$ cat src/pkg/map_defs.svh
// Register offsets, field positions, reset values and barrier type codes for the access port.
// Assumes inclusion by bare name from the core and testbench files.
`ifndef MAP_DEFS_SVH
`define MAP_DEFS_SVH
`define OFS_ACW 8'h00
`define OFS_ADDR 8'h04
`define OFS_DRW 8'h0C
`define OFS_BARRIER 8'h20
`define ACW_SW_EN 31
`define ACW_B30 30
`define ACW_MSEL 29
`define ACW_ALLOC 28
`define ACW_SECURE_DEBUG_ENABLE 23
`define ACW_PEND 7
`define ACW_PEN 6
`define ACW_MODE_LO 8
`define ACW_INC_LO 4
`define PROT_RST_AXI 7'h30
`define PROT_RST_AHB 7'h43
`define PROT_RST_AHB5 7'h43
`define HPROT_ABSENT 4'h3
`define MODE_BAR_EN 4'h1
`define SIZE_RST 3'h2
`define BAR_MEMORY 2'h1
`define BAR_SYNC 2'h3
`endif

$ cat src/pkg/map_pkg.sv
// Types shared by the access port core and the testbench.
// Assumes map_defs.svh is on the include path.
`default_nettype none
package map_pkg;
	typedef enum logic [1:0] {
		VAR_AXI4 = 2'h0,
		VAR_AHB3 = 2'h1,
		VAR_AHB5 = 2'h2
	} variant_t;
	typedef struct packed {
		logic [6:0] prot_field;
		logic [4:0] hprot;
		logic hnonsec;
		logic master_self;
		logic [2:0] size;
	} mem_attr_t;
	typedef struct packed {
		logic req;
		logic write;
		logic [31:0] addr;
		logic [31:0] wdata;
	} mem_cmd_t;
endpackage
`default_nettype wire

$ cat src/core/barrier_seq.sv
// Barrier sequencer: holds the barrier type and runs one barrier handshake at a time.
// Assumes the memory side raises i_bar_done for one cycle when the barrier finishes.
`default_nettype none
`include "map_defs.svh"
module barrier_seq (
	input wire logic i_mclk,
	input wire logic i_reset_n,
	input wire logic i_ce,
	input wire logic i_start,
	input wire logic [1:0] i_type,
	input wire logic i_bar_done,
	output logic o_bar_req,
	output logic [1:0] o_bar_type,
	output logic o_idle
);
	typedef enum logic [0:0] {
		BS_IDLE = 1'b0,
		BS_BUSY = 1'b1
	} bar_state_t;
	bar_state_t state_q;

	always_ff @(posedge i_mclk) begin
		if (!i_reset_n) begin
			state_q <= BS_IDLE;
			o_bar_req <= 1'b0;
			o_bar_type <= 2'h0;
			o_idle <= 1'b1;
		end else if (i_ce) begin
			case (state_q)
				BS_IDLE: begin
					if (i_start && (i_type == `BAR_MEMORY || i_type == `BAR_SYNC)) begin
						state_q <= BS_BUSY;
						o_bar_req <= 1'b1;
						o_bar_type <= i_type;
						o_idle <= 1'b0;
					end
				end
				BS_BUSY: begin
					if (i_bar_done) begin
						state_q <= BS_IDLE;
						o_bar_req <= 1'b0;
						o_idle <= 1'b1;
					end
				end
				default: begin
					state_q <= BS_IDLE;
					o_bar_req <= 1'b0;
					o_idle <= 1'b1;
				end
			endcase
		end
	end
endmodule
`default_nettype wire

$ cat src/core/mem_access_port.sv
// Memory access port core: control word, transfer address, data window and barrier register,
// turning control word settings into memory bus attributes for three bus flavours.
// Assumes one clock, synchronous inputs, and a memory side that pulses i_mem_done per transfer.
//
// Decided for this implementation: the register offsets and strobed register access.
`default_nettype none
`include "map_defs.svh"
module mem_access_port #(
	parameter map_pkg::variant_t VARIANT = map_pkg::VAR_AXI4,
	parameter bit BAR_MODE_WRITABLE = 1'b1,
	parameter int MAX_SIZE = 2,
	parameter bit HAS_MASTER_SEL = 1'b1,
	parameter bit HAS_ALLOC = 1'b1,
	parameter logic [3:0] HPROT_IMPL = 4'hF,
	parameter bit HAS_SECURE_DEBUG_ENABLE = 1'b1,
	parameter bit HAS_NONSEC = 1'b1,
	parameter bit HAS_PORT_EN = 1'b1
) (
	input wire logic i_mclk,
	input wire logic i_reset_n,
	input wire logic i_ce,
	input wire logic [7:0] i_addr,
	input wire logic [31:0] i_wdata,
	input wire logic i_wr,
	input wire logic i_rd,
	output logic [31:0] o_rdata,
	input wire logic i_secure_debug_enable,
	input wire logic i_port_enable,
	output map_pkg::mem_cmd_t o_mem_cmd,
	output map_pkg::mem_attr_t o_mem_attr,
	input wire logic [31:0] i_mem_rdata,
	input wire logic i_mem_done,
	output logic o_bar_req,
	output logic [1:0] o_bar_type,
	input wire logic i_bar_done
);
	import map_pkg::*;

	localparam bit IS_AXI = (VARIANT == VAR_AXI4);
	localparam bit IS_AHB3 = (VARIANT == VAR_AHB3);
	localparam bit IS_AHB5 = (VARIANT == VAR_AHB5);
	localparam bit B30_RW = IS_AXI || IS_AHB3 || (IS_AHB5 && HAS_NONSEC);
	localparam bit B29_RW = IS_AXI || HAS_MASTER_SEL;
	localparam bit B28_RW = IS_AXI || (IS_AHB3 && HAS_ALLOC);
	localparam logic [3:0] LOW_RW = IS_AXI ? 4'hF : HPROT_IMPL;
	localparam bit MODE_RW = IS_AXI && BAR_MODE_WRITABLE;

	// Bits software can change; everything else is fixed or live status.
	localparam logic [31:0] RW_MASK = {1'b1, B30_RW, B29_RW, B28_RW, LOW_RW, 12'h000,
		{4{MODE_RW}}, 2'h0, 2'h3, 4'h7};

	// Constant bits: absent privileged/data read one, a fixed barrier mode reads 0001.
	localparam logic [3:0] LOW_FIX = IS_AXI ? 4'h0 : (~HPROT_IMPL & `HPROT_ABSENT);
	localparam logic [3:0] MODE_FIX = (IS_AXI && !BAR_MODE_WRITABLE) ? `MODE_BAR_EN : 4'h0;
	localparam logic [31:0] FIX_BITS = {4'h0, LOW_FIX, 12'h000, MODE_FIX, 8'h00};

	localparam logic [6:0] PROT_RST = IS_AXI ? `PROT_RST_AXI :
		(IS_AHB3 ? `PROT_RST_AHB : `PROT_RST_AHB5);
	localparam logic [31:0] ACW_RST = ({1'b0, PROT_RST, 20'h00000, 1'b0, `SIZE_RST}) & RW_MASK;

	initial begin
		if (MAX_SIZE < 2 || MAX_SIZE > 7) begin
			$error("MAX_SIZE must lie between 2 and 7");
		end
		if (!IS_AXI && MAX_SIZE != 2) begin
			$error("Only the coherent AXI4 variant may take sizes above a word");
		end
	end

	function automatic logic size_ok(input logic [2:0] sz);
		size_ok = (32'(sz) <= MAX_SIZE);
	endfunction

	function automatic logic [31:0] step_of(input logic [2:0] sz);
		step_of = 32'h1 << sz;
	endfunction

	logic [31:0] acw_q;
	logic [31:0] addr_q;
	logic [31:0] rdbuf_q;
	logic pending_q;
	logic secure_debug_enable_q;
	logic pen_q;
	logic bar_idle;
	logic [1:0] bar_sel_q;
	logic [31:0] acw_view;
	logic wr_acw;
	logic wr_addr;
	logic acc_drw;
	logic wr_bar;
	logic mode_bar_en;
	logic secure_block;
	logic can_issue;

	assign wr_acw = i_wr && (i_addr == `OFS_ACW);
	assign wr_addr = i_wr && (i_addr == `OFS_ADDR);
	assign acc_drw = (i_wr || i_rd) && (i_addr == `OFS_DRW);
	assign wr_bar = i_wr && (i_addr == `OFS_BARRIER);

	always_comb begin
		acw_view = (acw_q & RW_MASK) | FIX_BITS;
		acw_view[`ACW_SECURE_DEBUG_ENABLE] = secure_debug_enable_q;
		acw_view[`ACW_PEND] = pending_q;
		acw_view[`ACW_PEN] = pen_q;
	end

	assign mode_bar_en = (acw_view[`ACW_MODE_LO +: 4] == `MODE_BAR_EN);
	// A secure request without secure debug enabled issues nothing on AXI4.
	assign secure_block = IS_AXI && !acw_view[`ACW_MSEL] && !secure_debug_enable_q;
	assign can_issue = pen_q && !pending_q && !secure_block;

	// Live inputs are registered once so the status bits read as flip-flops.
	always_ff @(posedge i_mclk) begin
		if (!i_reset_n) begin
			secure_debug_enable_q <= 1'b0;
			pen_q <= 1'b0;
		end else if (i_ce) begin
			secure_debug_enable_q <= HAS_SECURE_DEBUG_ENABLE && (IS_AXI || IS_AHB3 || IS_AHB5) && i_secure_debug_enable;
			pen_q <= HAS_PORT_EN ? i_port_enable : 1'b1;
		end
	end

	// Control word: masked store; an unsupported size leaves the old size in place.
	always_ff @(posedge i_mclk) begin
		if (!i_reset_n) begin
			acw_q <= ACW_RST;
		end else if (i_ce && wr_acw) begin
			acw_q[31:3] <= i_wdata[31:3] & RW_MASK[31:3];
			if (size_ok(i_wdata[2:0])) begin
				acw_q[2:0] <= i_wdata[2:0];
			end
		end
	end

	// Transfer address, with auto increment by the transfer size after each issued transfer.
	always_ff @(posedge i_mclk) begin
		if (!i_reset_n) begin
			addr_q <= 32'h0000_0000;
		end else if (i_ce) begin
			if (wr_addr) begin
				addr_q <= i_wdata;
			end else if (acc_drw && can_issue && acw_view[`ACW_INC_LO +: 2] != 2'h0) begin
				addr_q <= addr_q + step_of(acw_view[2:0]);
			end
		end
	end

	// Memory command and attributes are captured together at transfer start.
	always_ff @(posedge i_mclk) begin
		if (!i_reset_n) begin
			o_mem_cmd <= '0;
			o_mem_attr <= '0;
			pending_q <= 1'b0;
		end else if (i_ce) begin
			if (pending_q) begin
				if (i_mem_done) begin
					o_mem_cmd.req <= 1'b0;
					pending_q <= 1'b0;
				end
			end else if (acc_drw && can_issue) begin
				pending_q <= 1'b1;
				o_mem_cmd.req <= 1'b1;
				o_mem_cmd.write <= i_wr;
				o_mem_cmd.addr <= addr_q;
				o_mem_cmd.wdata <= i_wdata;
				o_mem_attr.prot_field <= acw_view[30:24];
				o_mem_attr.hprot <= acw_view[28:24];
				o_mem_attr.hnonsec <= IS_AHB5 && acw_view[`ACW_B30];
				o_mem_attr.master_self <= acw_view[`ACW_MSEL] || !HAS_MASTER_SEL;
				o_mem_attr.size <= acw_view[2:0];
			end
		end
	end

	// Read data of the last completed read, returned by the next data window read.
	always_ff @(posedge i_mclk) begin
		if (!i_reset_n) begin
			rdbuf_q <= 32'h0000_0000;
		end else if (i_ce && pending_q && i_mem_done && !o_mem_cmd.write) begin
			rdbuf_q <= i_mem_rdata;
		end
	end

	// Barrier type field is kept for read back; only legal when barrier mode is enabled.
	always_ff @(posedge i_mclk) begin
		if (!i_reset_n) begin
			bar_sel_q <= 2'h0;
		end else if (i_ce && wr_bar && IS_AXI && mode_bar_en && bar_idle) begin
			bar_sel_q <= i_wdata[2:1];
		end
	end

	barrier_seq u_barrier (
		.i_mclk(i_mclk),
		.i_reset_n(i_reset_n),
		.i_ce(i_ce),
		.i_start(wr_bar && IS_AXI && mode_bar_en && i_wdata[0]),
		.i_type(i_wdata[2:1]),
		.i_bar_done(i_bar_done),
		.o_bar_req(o_bar_req),
		.o_bar_type(o_bar_type),
		.o_idle(bar_idle)
	);

	// Read port: data stands in the cycle after the read strobe; unmapped reads give zero.
	always_ff @(posedge i_mclk) begin
		if (!i_reset_n) begin
			o_rdata <= 32'h0000_0000;
		end else if (i_ce) begin
			if (i_rd) begin
				case (i_addr)
					`OFS_ACW: o_rdata <= acw_view;
					`OFS_ADDR: o_rdata <= addr_q;
					`OFS_DRW: o_rdata <= rdbuf_q;
					`OFS_BARRIER: o_rdata <= IS_AXI ? {29'h0, bar_sel_q, bar_idle} : 32'h0;
					default: o_rdata <= 32'h0000_0000;
				endcase
			end else begin
				o_rdata <= 32'h0000_0000;
			end
		end
	end
endmodule
`default_nettype wire

$ cat config.mk
export PLATFORM = sky130hd
export DESIGN_NAME = mem_access_port
export DESIGN_NICKNAME = d
export VERILOG_FILES = /design/src/pkg/map_pkg.sv /design/src/core/barrier_seq.sv /design/src/core/mem_access_port.sv
export VERILOG_INCLUDE_DIRS = /design/src /design/src/pkg
export SDC_FILE = /design/constraint.sdc
export NUM_CORES = 1
export LEC_CHECK = 0
export BUFFER_PORTS_ARGS = -buffer_cell sky130_fd_sc_hd__buf_4
export CAP_MARGIN = 25
export CORE_MARGIN = 3
export CORE_UTILIZATION = 49
export DETAILED_ROUTE_END_ITERATION = 8
export MAX_ROUTING_LAYER = met4
export PLACE_DENSITY = 0.75
export SYNTH_ARGS = -nofsm -noshare
export SYNTH_HDL_FRONTEND = slang
export SYNTH_HIERARCHICAL = 1
export SYNTH_SLANG_ARGS = --single-unit
$ cat constraint.sdc
create_clock -name i_mclk -period 2.68 [get_ports i_mclk]
set_input_delay 0.536 -clock i_mclk [delete_from_list [all_inputs] [get_ports i_mclk]]
set_output_delay 0.536 -clock i_mclk [all_outputs]
set_load 0.01 [all_outputs]
==> results of run 1 <==
==> what timing repair did <==
item                                    in CTS  in global routing
gates resized for setup                      3                 10
endpoints found under the setup margin      12                 20
pin swaps                                    1                  3
setup buffers                                1                  1
==> routing by layer <==
metal  global-route usage (%)  routed length [µm]  up-vias
met5                        -                   0        -
met4                     14.1                1440        0
met3                     4.79                2040      109
met2                     46.1               13700      423
met1                     35.7               11900     4295
li1                         -                   -     4349
==> power by group through the flow <==
stage,clock network (µW),registers (µW),logic (µW)
6_report,2670,2980,316
5_1_grt,2800,2980,333
4_1_cts,2690,2980,310
3_5_place_dp,0,3050,308
3_3_place_gp,0,3050,308
2_1_floorplan,0,3040,131
==> kinds of logic (layout without fill, tap and decap cells) <==
kind of cell | count (synthesis) | count (layout) | share of synthesized area (%)
xor gates and xnor gates | 5 | 5 | 0.485
DFF | 199 | 199 | 44.1
AOI/OAI and AO/OA | 309 | 309 | 21.9
adders and majority gates | 9 | 9 | 1.33
other | 1 | 1 | 0.0415
and+or+nand+nor | 487 | 487 | 24.3
buffers and inverters | 103 | 293 | 4.80
muxes | 27 | 27 | 2.99
==> through the flow <==
stage,total power [µW],worst slack [ns],utilization (%)
detailed placement,3360,-0.0846,60.0
global placement,3360,-0.0369,60.0
global route,6110,0.0174,63.7
CTS,5980,0.0159,63.4
finish,5970,0.105,63.7
floorplan,3170,0.0282,-
==> path summary, 6_finish.rpt <==
kind,to,startpoint,cells after the start
worst min register to register,o_mem_cmd[62]$_SDFFE_PN0P_,o_mem_cmd[62]$_SDFFE_PN0P_,2
worst max-delay path,addr_q[15]$_SDFFE_PN0P_,acw_q[2]$_SDFFE_PN0P_,7
worst max register to register,addr_q[15]$_SDFFE_PN0P_,acw_q[2]$_SDFFE_PN0P_,7
worst min-delay path,rdbuf_q[0]$_SDFFE_PN0P_,i_mem_rdata[0],3
==> state kept, by name, indices dropped and copies added, names as in the netlist, 2 cells and up <==
| register | cells |
|---|---|
| o_rdata | 32 |
| o_mem_cmd | 66 |
| u_barrier/o_bar_type | 2 |
| bar_sel_q | 2 |
| rdbuf_q | 32 |
| addr_q | 32 |
| acw_q | 17 |
| o_mem_attr | 10 |
==> layout by cell type, fill, tap and decap left out, types with 4 or more instances in the layout <==
cell,n
o22ai_1,8
buf_4,252
nand4_1,13
ha_1,6
o21ai_0,17
and3_1,11
o2bb2ai_1,30
o211ai_1,13
nor3_1,8
nand3_1,24
clkbuf_16,17
a21o_1,4
clkinv_2,4
or4_1,7
and2_1,42
a31oi_1,11
a22oi_1,19
o311ai_1,5
mux2i_1,27
a211oi_1,4
inv_6,5
a21oi_1,152
o211a_1,5
and3b_1,4
or3_1,4
dfxtp_1,196
and4_1,6
inv_1,7
nand2_1,300
nor2_1,45
nor4_1,4
==> worst register-to-register path: stages (launching register included) <==
cell,delay [ns]
dfxtp_2,0.38
and3b_1,0.20
ha_1,0.34
nand4_1,0.14
or3_4,0.47
a21o_4,0.27
or4b_1,0.52
a31oi_1,0.17
==> final cells by class <==
cell class	instances	area share, %
multi-input combinational	838	40.6
tap	229	2.50
timing repair buffer	253	16.7
clock buffer	18	3.74
clock inverter	14	1.47
sequential	199	34.8
inverter	8	0.283
==> results.py, run 1 <==
metrics = {
    "die": {
        "start_util_pct": 50.1,
        "floorplan.die.width_um": 142,
        "fp.coreArea_um2": 18000,
        "core.rowCount": 49,
        "io_pins": 199,
        "die_y_um": 142,
        "dieArea_um2": 20100,
    },
    "cells_and_area": {
        "layout-area-overhead-vs-synth_pct": 27.1,
        "final_layout_size_suffix_gt1_share_pct": 22.9,
        "design_area_um2": 11500,
        "fillers": 1639,
        "antenna-diode-count": 0,
        "seqCellArea_um2": 3990,
        "final_cells": 1559,
        "multi_input_area_um2": 4660,
        "final_net_count": 1407,
    },
    "pwr": {
        "pwr-share-comb_pct": 5.3,
        "cellInternalPower_uw": 4570,
        "power.sequential.fraction_pct": 50.0,
        "switching_share_pct": 23.4,
        "clock_power_share_pct": 44.7,
        "p_leak_uw": 0.00443,
        "power.net_switching_uw": 1400,
        "irDropWorstVdd_uv": 485,
        "power_per_cell_area_nw_per_um2": 520,
    },
    "place": {
        "dp.cells": 1525,
        "routabilityCongestion": 0.950,
        "dp.final_hpwl_mm": 20.7,
        "dpl-instance-area_um2": 10800,
        "port-buffer-count": 197,
    },
    "min_path": {
        "worst_hold_path_type": "in -> reg",
    },
    "run": {
        "cap_violations": 0,
    },
    "sta": {
        "rsz0062_at_grt": "false",
        "worst_case_headroom_to_the_max_slew_limit_pct": 31.6,
        "fin_max_slew_vios": 0,
        "final.hold.worst_slack_ns": 0.328,
        "timing_worst_slew_pin_value_ns": 1.03,
        "finalSetupViolations": 0,
        "final_period_minus_worst_setup_slack_ns": 2.57,
        "final.setup.tns_ns": 0,
        "fin_crit_sh_pct": 96.1,
        "clock_skew_ns": 0.0118,
        "final_hold_viol_count": 0,
        "fmax_mhz": 388,
    },
    "setup_path": {
        "crit_buf_inv": 0,
        "r2r_slack_ns": 0.11,
        "crit_path_cell_trace": "and3b_1 -> ha_1 -> nand4_1 -> or3_4 -> a21o_4 -> or4b_1 -> a31oi_1",
        "timing_worst_setup_path_type": "reg -> reg",
        "setup.worst_path.end_class": "flop",
        "crit_path_max_fanout": 12,
        "timing.critical_path.slowest_cell_delay_ns": 0.52,
        "worst_setup_path_start_kind": "flop",
        "critPathArrivalTime_ns": 2.94,
        "critical-path-slowest-cell": "or4b_1",
        "worstPathRequired_ns": 3.04,
        "cp_top_family": "simple AND/OR/NAND/NOR gates",
    },
    "synthesis": {
        "synth.yosys.seq_area_share_pct": 44.1,
        "yosys.cell_count.top_type": "nand2_1",
        "synth_enable_flop_cells": 0,
        "postSynth.asyncResetShare_pct": 0,
        "ys.warnings.count": 6,
        "mappedNetlistArea_um2": 9030,
        "synth.largest_area_cell": "dfxtp_1",
        "synth_cell_types": 66,
        "synthTopCellsByCount": "nand2_1, dfxtp_1, a21oi_1",
        "syn_area_per_cell_um2": 7.92,
        "ys_seq_elements": 199,
        "postSynthCellCount": 1140,
        "synth_ff_type": "dfxtp_1",
        "synth_nets": 1230,
        "yosys-top-cells-area": "dfxtp_1, nand2_1, a21oi_1",
        "synth_largest_type_area_fraction_pct": 44.1,
    },
    "cts": {
        "clk_latency_ns": 0.45,
        "clk_path_buf_depth": 2,
        "clock-root-buffer": "clkbuf_16",
        "tritoncts_buffers": 17,
        "cts_tree": "done",
        "hold_buffers": 0,
        "clock-sinks": 199,
        "clk_pin_slew_worst_paths_ns": 0.08,
        "max_h_tree_level": 4,
    },
    "detailed_routing": {
        "detail_route.wl_per_cell_um": 18.6,
        "detailedRoute.firstIterationViolations": 872,
        "via_per_instance_ratio": 5.89,
        "dr.pass1.iters": 5,
        "drc": 0,
        "detailroute.via_count": 9176,
        "ant_nets_after_route": 0,
        "routed_wl_mm": 29.1,
    },
    "global_route": {
        "grt_max_degree": 83,
        "grt_pass1_wl_mm": 45.1,
        "grt_pass1_vias": 8793,
        "grt_overflow_total": 0,
        "grtUsageTotal_pct": 28.9,
        "grt_antenna_before_repair": 0,
    },
    "run_status": {
        "outcome": "finished clean",
    },
}
No activity file was read; power rests on OpenSTA's default activity.
==> run 2: changes to the inputs <==
- CORE_UTILIZATION: 49 -> 55
- PLACE_DENSITY: 0.75 -> 0.8
- clock period: 2.68 -> 2.77 ns (I/O delays scaled with it)
==> results.py, run 2 (synthesized netlist as in run 1, its figures left out) <==
metrics = {
    "global_route": {
        "grt_max_degree": 82,
        "grt_pass1_vias": 8692,
        "grt_overflow_total": 0,
        "grtUsageTotal_pct": 32.2,
        "grt_antenna_before_repair": 0,
        "grt_pass1_wl_mm": 45.1,
    },
    "sta": {
        "fmax_mhz": 379,
        "fin_max_slew_vios": 0,
        "final_period_minus_worst_setup_slack_ns": 2.64,
        "fin_crit_sh_pct": 95.1,
        "worst_case_headroom_to_the_max_slew_limit_pct": 30.8,
        "final_hold_viol_count": 0,
        "timing_worst_slew_pin_value_ns": 1.04,
        "finalSetupViolations": 0,
        "clock_skew_ns": 0.00950,
    },
    "cts": {
        "clk_pin_slew_worst_paths_ns": 0.07,
        "clk_latency_ns": 0.44,
        "tritoncts_buffers": 17,
        "clock-root-buffer": "clkbuf_16",
        "clock-sinks": 199,
        "hold_buffers": 0,
        "clk_path_buf_depth": 2,
        "max_h_tree_level": 4,
        "cts_tree": "done",
    },
    "cells_and_area": {
        "largest_register": "o_mem_cmd",
        "seqCellArea_um2": 3990,
        "most-common-layout-cells": "nand2_1, buf_4, dfxtp_1",
        "max_ffs_per_register": 66,
        "final_cells": 1543,
        "multi_input_area_um2": 4660,
        "final_layout_size_suffix_gt1_share_pct": 22.7,
        "antenna-diode-count": 0,
        "final_net_count": 1404,
        "most_frequent_standard_cell_in_the_layout_excluding_fill_and_tap_cells": "nand2_1",
        "layout-area-overhead-vs-synth_pct": 27.3,
        "design_area_um2": 11500,
        "fillers": 1315,
    },
    "place": {
        "routabilityCongestion": 0.960,
        "dp.cells": 1509,
        "dp.final_hpwl_mm": 20.7,
        "port-buffer-count": 197,
        "dpl-instance-area_um2": 10800,
    },
    "detailed_routing": {
        "via_per_instance_ratio": 5.99,
        "detailroute.via_count": 9242,
        "ant_nets_after_route": 0,
        "drc": 0,
        "detailedRoute.firstIterationViolations": 852,
        "detail_route.wl_per_cell_um": 18.8,
        "dr.pass1.iters": 6,
        "routed_wl_mm": 29.0,
    },
    "pwr": {
        "power_per_cell_area_nw_per_um2": 504,
        "p_leak_uw": 0.00443,
        "design_power_total_uw": 5790,
        "irDropWorstVdd_uv": 446,
    },
    "setup_path": {
        "worst_setup_path_start_kind": "flop",
        "timing_worst_setup_path_type": "reg -> reg",
        "r2r_slack_ns": 0.13,
        "critPathArrivalTime_ns": 2.99,
        "worstPathRequired_ns": 3.12,
        "setup.worst_path.end_class": "flop",
        "crit_path_max_fanout": 11,
    },
    "die": {
        "die_y_um": 134,
        "fp.coreArea_um2": 16000,
        "dieArea_um2": 18000,
        "floorplan.die.width_um": 134,
        "start_util_pct": 56.4,
        "core.rowCount": 46,
        "io_pins": 199,
    },
    "min_path": {
        "worst_hold_path_type": "in -> reg",
    },
    "run_status": {
        "outcome": "finished clean",
    },
    "run": {
        "cap_violations": 0,
    },
}
[run 2: cell types whose count changed in the layout (fill, tap and decap cells not counted), moves of 2 or more]
cell	previous run	this run
buf_4	252	246
inv_6	5	3
buf_12	1	4
clkinv_2	4	2
[run 2: path summary, 6_finish.rpt]
kind                               start                       to  cells after the start
setup / recovery   acw_q[2]$_SDFFE_PN0P_  addr_q[28]$_SDFFE_PN0P_                     10
setup reg to reg   acw_q[2]$_SDFFE_PN0P_  addr_q[28]$_SDFFE_PN0P_                     10
hold / removal             i_port_enable       pen_q$_SDFFE_PN0P_                      3
hold reg to reg   acw_q[31]$_SDFFE_PN0P_   acw_q[31]$_SDFFE_PN0P_                      2
[run 2: repair_timing]
| action | in CTS | in global routing |
|---|---|---|
| pin swaps | 0 | 6 |
| gates cloned | 0 | 0 |
| gates resized for setup | 3 | 10 |
| hold endpoints to repair | 0 | 0 |
| setup endpoints to repair | 2 | 16 |
| buffers inserted | 0 | 2 |
[run 2: stage by stage]
stage	setup slack, ns	setup TNS [ns]	util (%)	hold WS (ns)
2_1_floorplan	0.0263	0	-	0.431
3_3_place_gp	0.0713	0	67.6	0.438
3_5_place_dp	-0.0103	-0.0103	67.6	0.443
4_1_cts	0.0339	0	71.5	0.347
5_1_grt	-0.0346	-0.0669	71.8	0.360
6_report	0.135	0	71.8	0.356
[run 2: where the power goes]
group / switching, µW / total [µW] / internal (µW) / leakage, µW
clock: 1140 / 2600 / 1460 / 0.000292
combinational: 177 / 303 / 126 / 0.00253
sequential: 17.2 / 2890 / 2870 / 0.00160
[run 2: cell type report]
cell class | count | share of cell area (%)
clock inverter | 13 | 1.47
clock buffer | 19 | 3.85
sequential | 199 | 34.7
tap | 216 | 2.35
multi-input combinational | 838 | 40.5
timing repair buffer | 250 | 16.8
inverter | 8 | 0.283
[run 2: per-layer routing]
layer,wire length (µm),track usage (%)
met5,0,-
met3,2080,5.33
met1,11500,39.5
met4,1180,12.7
met2,14300,53.3
[run 2: worst max-delay path, stage by stage (launching register included)]
cell and delay, ns:
dfxtp_4 0.39, nor3_2 0.18, ha_2 0.23, fa_2 0.24, a211oi_2 0.10, o211ai_1 0.44, nand4_1 0.21, buf_4 0.19
buf_4 0.14, o41a_1 0.30, o22ai_1 0.12
